File: config.mk
export PLATFORM = sky130hd
export DESIGN_NAME = picx_ctrl
export DESIGN_NICKNAME = d
export VERILOG_FILES = /design/src/design/picx_pkg.sv /design/src/design/picx_ctrl.sv
export SDC_FILE = /design/constraint.sdc
export NUM_CORES = 2
export LEC_CHECK = 0
export ABC_AREA = 1
export BUFFER_PORTS_ARGS = -buffer_cell sky130_fd_sc_hd__buf_2
export CAP_MARGIN = 40
export CORE_MARGIN = 10
export CORE_UTILIZATION = 40
export DETAILED_ROUTE_END_ITERATION = 10
export GPL_TIMING_DRIVEN = 0
export REMOVE_ABC_BUFFERS = 1
export SETUP_SLACK_MARGIN = 0.4
export SLEW_MARGIN = 15
export SYNTH_ARGS = -nofsm -noshare
export SYNTH_HDL_FRONTEND = slang
export SYNTH_SLANG_ARGS = --single-unit
File: constraint.sdc
create_clock -name core_clk -period 235.4 [get_ports core_clk]
set_input_delay 47.08 -clock core_clk [delete_from_list [all_inputs] [get_ports core_clk]]
set_output_delay 47.08 -clock core_clk [all_outputs]
set_load 0.005 [all_outputs]
File: src/design/picx_pkg.sv
// package: constants and types of the prioritized interrupt controller
package picx_pkg;
  localparam int NUM_SW      = 8;
  localparam int NUM_PERIPH  = 191;
  localparam int NUM_RSVD    = 165;
  localparam int NUM_SRC     = NUM_SW + NUM_PERIPH + NUM_RSVD;
  localparam int VEC_W       = 9;
  localparam int PRIO_W      = 4;
  localparam int NUM_PRIO    = 16;
  localparam int STACK_DEPTH = NUM_PRIO;
  localparam int SP_W        = 5;
  localparam int SW_BASE     = 0;
  localparam int PERIPH_BASE = SW_BASE + NUM_SW;
  localparam int REQ_LATENCY = 3;

  localparam logic [PRIO_W-1:0] PRIO_RESET = 4'h0;
  localparam logic [VEC_W-1:0]  VEC_RESET  = 9'h000;
  localparam logic [SP_W-1:0]   SP_RESET   = 5'h00;
  localparam logic [SP_W-1:0]   SP_FULL    = 5'h10;

  typedef struct packed {
    logic              valid;
    logic [PRIO_W-1:0] prio;
    logic [VEC_W-1:0]  vec;
  } picx_win_type;

  localparam picx_win_type WIN_RESET = '{valid: 1'b0, prio: PRIO_RESET, vec: VEC_RESET};
endpackage

File: src/design/picx_ctrl.sv
// prioritized preemptive interrupt controller with priority lifo
`timescale 1ns/1ps
`default_nettype none

module picx_ctrl
  import picx_pkg::*;
(
  input  wire logic                    core_clk,     // system clock, 40 MHz
  input  wire logic                    rst_b,        // async reset, active low
  input  wire logic [NUM_PERIPH-1:0]   periph_irq,   // peripheral requests, level
  input  wire logic [NUM_SW-1:0]       sw_set,       // set software request bits
  input  wire logic [NUM_SW-1:0]       sw_clr,       // clear software request bits
  output logic      [NUM_SW-1:0]       sw_pend,      // software request bits state
  input  wire logic                    prio_wr,      // priority table write strobe
  input  wire logic [VEC_W-1:0]        prio_idx,     // source number to program
  input  wire logic [PRIO_W-1:0]       prio_val,     // priority value to program
  input  wire logic                    cur_wr,       // current priority write strobe
  input  wire logic [PRIO_W-1:0]       cur_val,      // current priority write value
  output logic      [PRIO_W-1:0]       cur_prio,     // current priority
  input  wire logic                    hw_vec_mode,  // 1: vector port, 0: register read
  input  wire logic                    iack,         // core acknowledge, vector port mode
  input  wire logic                    vec_rd,       // vector register read, acks in reg mode
  input  wire logic                    eoi,          // end of service strobe
  output logic                         irq_req,      // request to core
  output logic      [VEC_W-1:0]        irq_vec,      // vector port to core
  output logic      [VEC_W-1:0]        vec_reg,      // vector register contents
  output logic      [SP_W-1:0]         stack_lvl,    // lifo fill level
  input  wire logic                    nmi_pin,      // non-maskable pin, async
  output logic                         nmi_out       // non-maskable to core
);

  ////////////////////////////////////////////////////////////////////////////
  // storage and pending vector

  logic [NUM_SRC-1:0][PRIO_W-1:0]      prio_q;
  logic [NUM_SW-1:0]                   sw_pend_q;
  logic [NUM_SRC-1:0]                  pend;
  picx_win_type                        win_d;
  picx_win_type                        win_q;
  logic                                req_q;
  logic [PRIO_W-1:0]                   cur_q;
  logic [STACK_DEPTH-1:0][PRIO_W-1:0]  stack_q;
  logic [SP_W-1:0]                     sp_q;
  logic [VEC_W-1:0]                    vec_q;
  logic                                ack_fire;
  logic                                pop_fire;
  logic                                nmi_meta_q;
  logic                                nmi_q;

  // reserved slots have no input and never pend
  assign pend = {{NUM_RSVD{1'b0}}, periph_irq, sw_pend_q};

  // highest priority, lowest number on ties
  function automatic picx_win_type arb(input logic [NUM_SRC-1:0]             p,
                                       input logic [NUM_SRC-1:0][PRIO_W-1:0] pr);
    picx_win_type w;
    w = WIN_RESET;
    for (int i = 0; i < NUM_SRC; i++) begin
      if (p[i] && (!w.valid || pr[i] > w.prio)) begin
        w.valid = 1'b1;
        w.prio  = pr[i];
        w.vec   = VEC_W'(i);
      end
    end
    return w;
  endfunction

  assign win_d    = arb(pend, prio_q);
  assign ack_fire = req_q && (hw_vec_mode ? iack : vec_rd);
  assign pop_fire = eoi && !ack_fire && (sp_q != SP_RESET);

  ////////////////////////////////////////////////////////////////////////////
  // priority table

  always_ff @(posedge core_clk or negedge rst_b) begin
    if (!rst_b) begin
      prio_q <= '0;
    end else if (prio_wr && (32'(prio_idx) < NUM_SRC)) begin
      prio_q[prio_idx] <= prio_val;
    end
  end

  ////////////////////////////////////////////////////////////////////////////
  // software settable requests, set wins over clear

  always_ff @(posedge core_clk or negedge rst_b) begin
    if (!rst_b) begin
      sw_pend_q <= '0;
    end else begin
      sw_pend_q <= (sw_pend_q & ~sw_clr) | sw_set;
    end
  end

  ////////////////////////////////////////////////////////////////////////////
  // arbitration stage and request to core

  always_ff @(posedge core_clk or negedge rst_b) begin
    if (!rst_b) begin
      win_q <= WIN_RESET;
    end else begin
      win_q <= win_d;
    end
  end

  always_ff @(posedge core_clk or negedge rst_b) begin
    if (!rst_b) begin
      req_q <= 1'b0;
    end else begin
      req_q <= win_q.valid && (win_q.prio > cur_q) && !ack_fire;
    end
  end

  ////////////////////////////////////////////////////////////////////////////
  // current priority and lifo

  always_ff @(posedge core_clk or negedge rst_b) begin
    if (!rst_b) begin
      cur_q <= PRIO_RESET;
    end else if (ack_fire) begin
      cur_q <= win_q.prio;
    end else if (pop_fire) begin
      cur_q <= stack_q[sp_q - 5'h01];
    end else if (cur_wr) begin
      cur_q <= cur_val;
    end
  end

  always_ff @(posedge core_clk or negedge rst_b) begin
    if (!rst_b) begin
      stack_q <= '0;
      sp_q    <= SP_RESET;
    end else if (ack_fire && sp_q != SP_FULL) begin
      stack_q[sp_q[3:0]] <= cur_q;
      sp_q               <= sp_q + 5'h01;
    end else if (pop_fire) begin
      sp_q <= sp_q - 5'h01;
    end
  end

  ////////////////////////////////////////////////////////////////////////////
  // vector delivery

  always_ff @(posedge core_clk or negedge rst_b) begin
    if (!rst_b) begin
      vec_q <= VEC_RESET;
    end else if (ack_fire) begin
      vec_q <= win_q.vec;
    end
  end

  ////////////////////////////////////////////////////////////////////////////
  // non-maskable path, synchroniser only

  always_ff @(posedge core_clk or negedge rst_b) begin
    if (!rst_b) begin
      nmi_meta_q <= 1'b0;
      nmi_q      <= 1'b0;
    end else begin
      nmi_meta_q <= nmi_pin;
      nmi_q      <= nmi_meta_q;
    end
  end

  assign sw_pend   = sw_pend_q;
  assign cur_prio  = cur_q;
  assign irq_req   = req_q;
  assign irq_vec   = hw_vec_mode ? win_q.vec : VEC_RESET;
  assign vec_reg   = vec_q;
  assign stack_lvl = sp_q;
  assign nmi_out   = nmi_q;

  logic quiet;
  assign quiet = !ack_fire && !cur_wr && !eoi;
endmodule

`default_nettype wire

==> reports/qor.txt <==
outcome: complete, but fails checks
failing checks: setup timing
final worst path period share: 1.03
Synth Instances: 10800
# nets final: 12700
CTS tree: done
Worst Skew: 0.0273 ns
critical path's slowest cell: ha_1
max FFs per register: 796
DR DRC count: 0
Post-CTS Hold Fix Bufs: 0
dpl cells: 13200
cell with the most instances after synthesis: nand2_1
WP buf/inv: 75
TritonCTS buffer count: 111
die height: 448 um
worst-path fanout max: 8
FFs w/ async S/R, synth: 1.00
I/O Buffers: 267
Starting Density: 0.401
Max Cap Viol: 0
GR peak layer: met2
H-tree Lvls: 3
register area share after synthesis: 0.308
final wirelength: 237 mm
Core Box Area: 183000 um2
synth top area cells: dfrtp_1 (31%), nand2_1 (16%), ha_1 (10%)
synthesis-to-finish area growth: 30.1%
Max Clk Rate: 4.14 MHz
critical path launch point type: primary input
first-pass GRT wire length: 361 mm
root buffer cell: clkbuf_16
row cnt: 157
critical path capture point type: register
Pins Over Slew Limit: 0
setup slack after layout: -6.07 ns
CTS Buffer Depth: 3
drt pass-1 iters: 8
# setup viols final: 12
max incr delay on CP: 0.35 ns
die area: 201000 um2
vias in the first global route: 70200
fin crit period: 241.47 ns
Worst EP arrival: 205.04 ns
Largest regs: prio_q: 796 flops, stack_q: 64 flops, win_q: 13 flops
GRT met1 Usage: 0.267
HP Class: reg2reg
share of cells above drive strength 1: 0.258
met3 Use GR: 0.0299
global-route track usage on met2: 0.379
Yosys cell types: 49
Post-synth EDFFs: 0
crit path kind: in2reg
slew margin rel.: 0.368
fin cells: 14300
most frequent cells after synthesis: nand2_1 (3087), inv_1 (1554), o21ai_0 (1462)
CP most frequent cell: nand2_1
Final GP Congestion: 0.870
clock slew at reported path FFs: 0.05 ns
Critical Path RT: 236.03 ns
Synth Area per Inst: 6.79 um2
Final ANT Viol Nets: 0
total global routing track utilization: 0.218
most flop-heavy register: prio_q
width of the chip: 448 um
# clock sinks: 901
initial antenna violation count: 94
Vias/cell: 5.22
RSZ-0062 raised after global routing: yes
Synth Flop Type: dfrtp_1
yosys warns: 0
vias: 74800
Clk Latency, worst-skew pair: 0.75 ns
Hold Worst Slack: 0.359 ns
HPWL Detailed: 163 mm
Remaining Overflow, GRT: 0
Yosys top cell area share: 0.308
Synth area leader: dfrtp_1
delay-heaviest family, CP: simple AND/OR/NAND/NOR gates
Yosys reg bits: 901
Ports: 270
Initial DRC Count: 4952
largest net degree at the start of global routing: 133
drt wl/cell: 16.5 um
Fin. Hold Viols: 0
Synth Cell Area: 73300 um2
## path summary, 6_finish.rpt
| path | endpoint | depth (start not counted) | slack [ns] | start |
|---|---|---|---|---|
| setup / recovery | win_q[7]$_DFF_PN0_ | 704 | 30.99 | periph_irq[0] |
| max in group asynchronous | prio_q[67]$_DFFE_PN0P_ | 5 | 186.59 | rst_b |
| hold / removal | nmi_out$_DFF_PN0_ | 0 | 0.36 | nmi_meta_q$_DFF_PN0_ |
| hold reg to reg | nmi_out$_DFF_PN0_ | 0 | 0.36 | nmi_meta_q$_DFF_PN0_ |
| min in group asynchronous | stack_q[58]$_DFFE_PN0P_ | 1 | 46.24 | rst_b |
## cell usage in the layout (no fill, tap or decap), types with 7 or more instances in the layout
| cell | count |
|---|---|
| nand2_1 | 2813 |
| buf_4 | 840 |
| inv_1 | 1362 |
| nand3_2 | 12 |
| inv_2 | 273 |
| a21oi_1 | 44 |
| nor2_2 | 7 |
| buf_6 | 12 |
| clkinv_4 | 8 |
| buf_12 | 14 |
| o21bai_1 | 196 |
| o21ai_4 | 192 |
| nand2_2 | 463 |
| o21ai_1 | 231 |
| clkbuf_8 | 21 |
| o21ai_2 | 97 |
| nand2_4 | 392 |
| nor2_4 | 20 |
| clkinvlp_4 | 11 |
| buf_16 | 24 |
| nand2_8 | 12 |
| o21ai_0 | 956 |
| nor2_1 | 329 |
| diode_2 | 45 |
| clkinv_2 | 15 |
| nor3_1 | 16 |
| nand3_1 | 1072 |
| o211ai_1 | 17 |
| clkbuf_16 | 112 |
| dfrtp_1 | 900 |
| ha_4 | 210 |
| buf_2 | 277 |
| bufinv_16 | 17 |
| mux2i_1 | 11 |
| ha_1 | 396 |
| clkbuf_1 | 19 |
| nand4_1 | 418 |
| o221ai_1 | 10 |
## cell type report
| class | count | area, um2 |
|---|---|---|
| diodes | 45 | 113 |
| clock buffers | 152 | 3160 |
| clock inverters | 56 | 858 |
| fillers | 17000 | 87300 |
| inverters | 1650 | 6290 |
| multi-input cells | 7986 | 50600 |
| flip-flops and latches | 901 | 22500 |
| well taps | 2385 | 2980 |
| repair buffers | 1170 | 8810 |
## layer usage
layer	wire [um]	share of wire	up-vias
li1	-	-	37500
met5	253	0.0011	-
met2	114000	0.48	1746
met1	99700	0.42	35000
met4	12000	0.050	36
met3	10900	0.046	566
## cells by family (layout without fill, tap and decap cells)
group                    Yosys count  in the layout  share of synthesized area
AND/OR/NAND/NOR                 5555           5590                      0.340
buffers and inverters           1951           3028                      0.117
AO/OA/AOI/OAI                   1767           1767                      0.129
flip-flops                       901            901                      0.308
adder cells (fa/ha/maj)          610            610                      0.104
multiplexers                      11             11                    0.00150
XOR/XNOR                           6              6                   0.000717
other                              1             47                  0.0000511
## metrics by stage
step / util / instance area, um2 / worst slack, ns / setup TNS (ns)
2_1_floorplan: - / 71000 / 1.56 / 0
3_3_place_gp: 0.412 / 75300 / -27.36 / -326.15
3_5_place_dp: 0.419 / 76500 / -32.21 / -384.31
4_1_cts: 0.476 / 86900 / -6.32 / -74.63
5_1_grt: 0.522 / 95400 / -21.72 / -259.63
6_report: 0.522 / 95400 / -6.07 / -72.15
## timing repair
item                                    CTS  global route
setup buffers                           489           359
resized for setup                       966          1147
endpoints found under the setup margin   12            12
pin swaps                               931          1290
gates cloned                             35             0
endpoints found under the hold margin     0             0
Power is not shown: default switching activity piles up to over one toggle a cycle in this logic, so the estimate is an artifact.
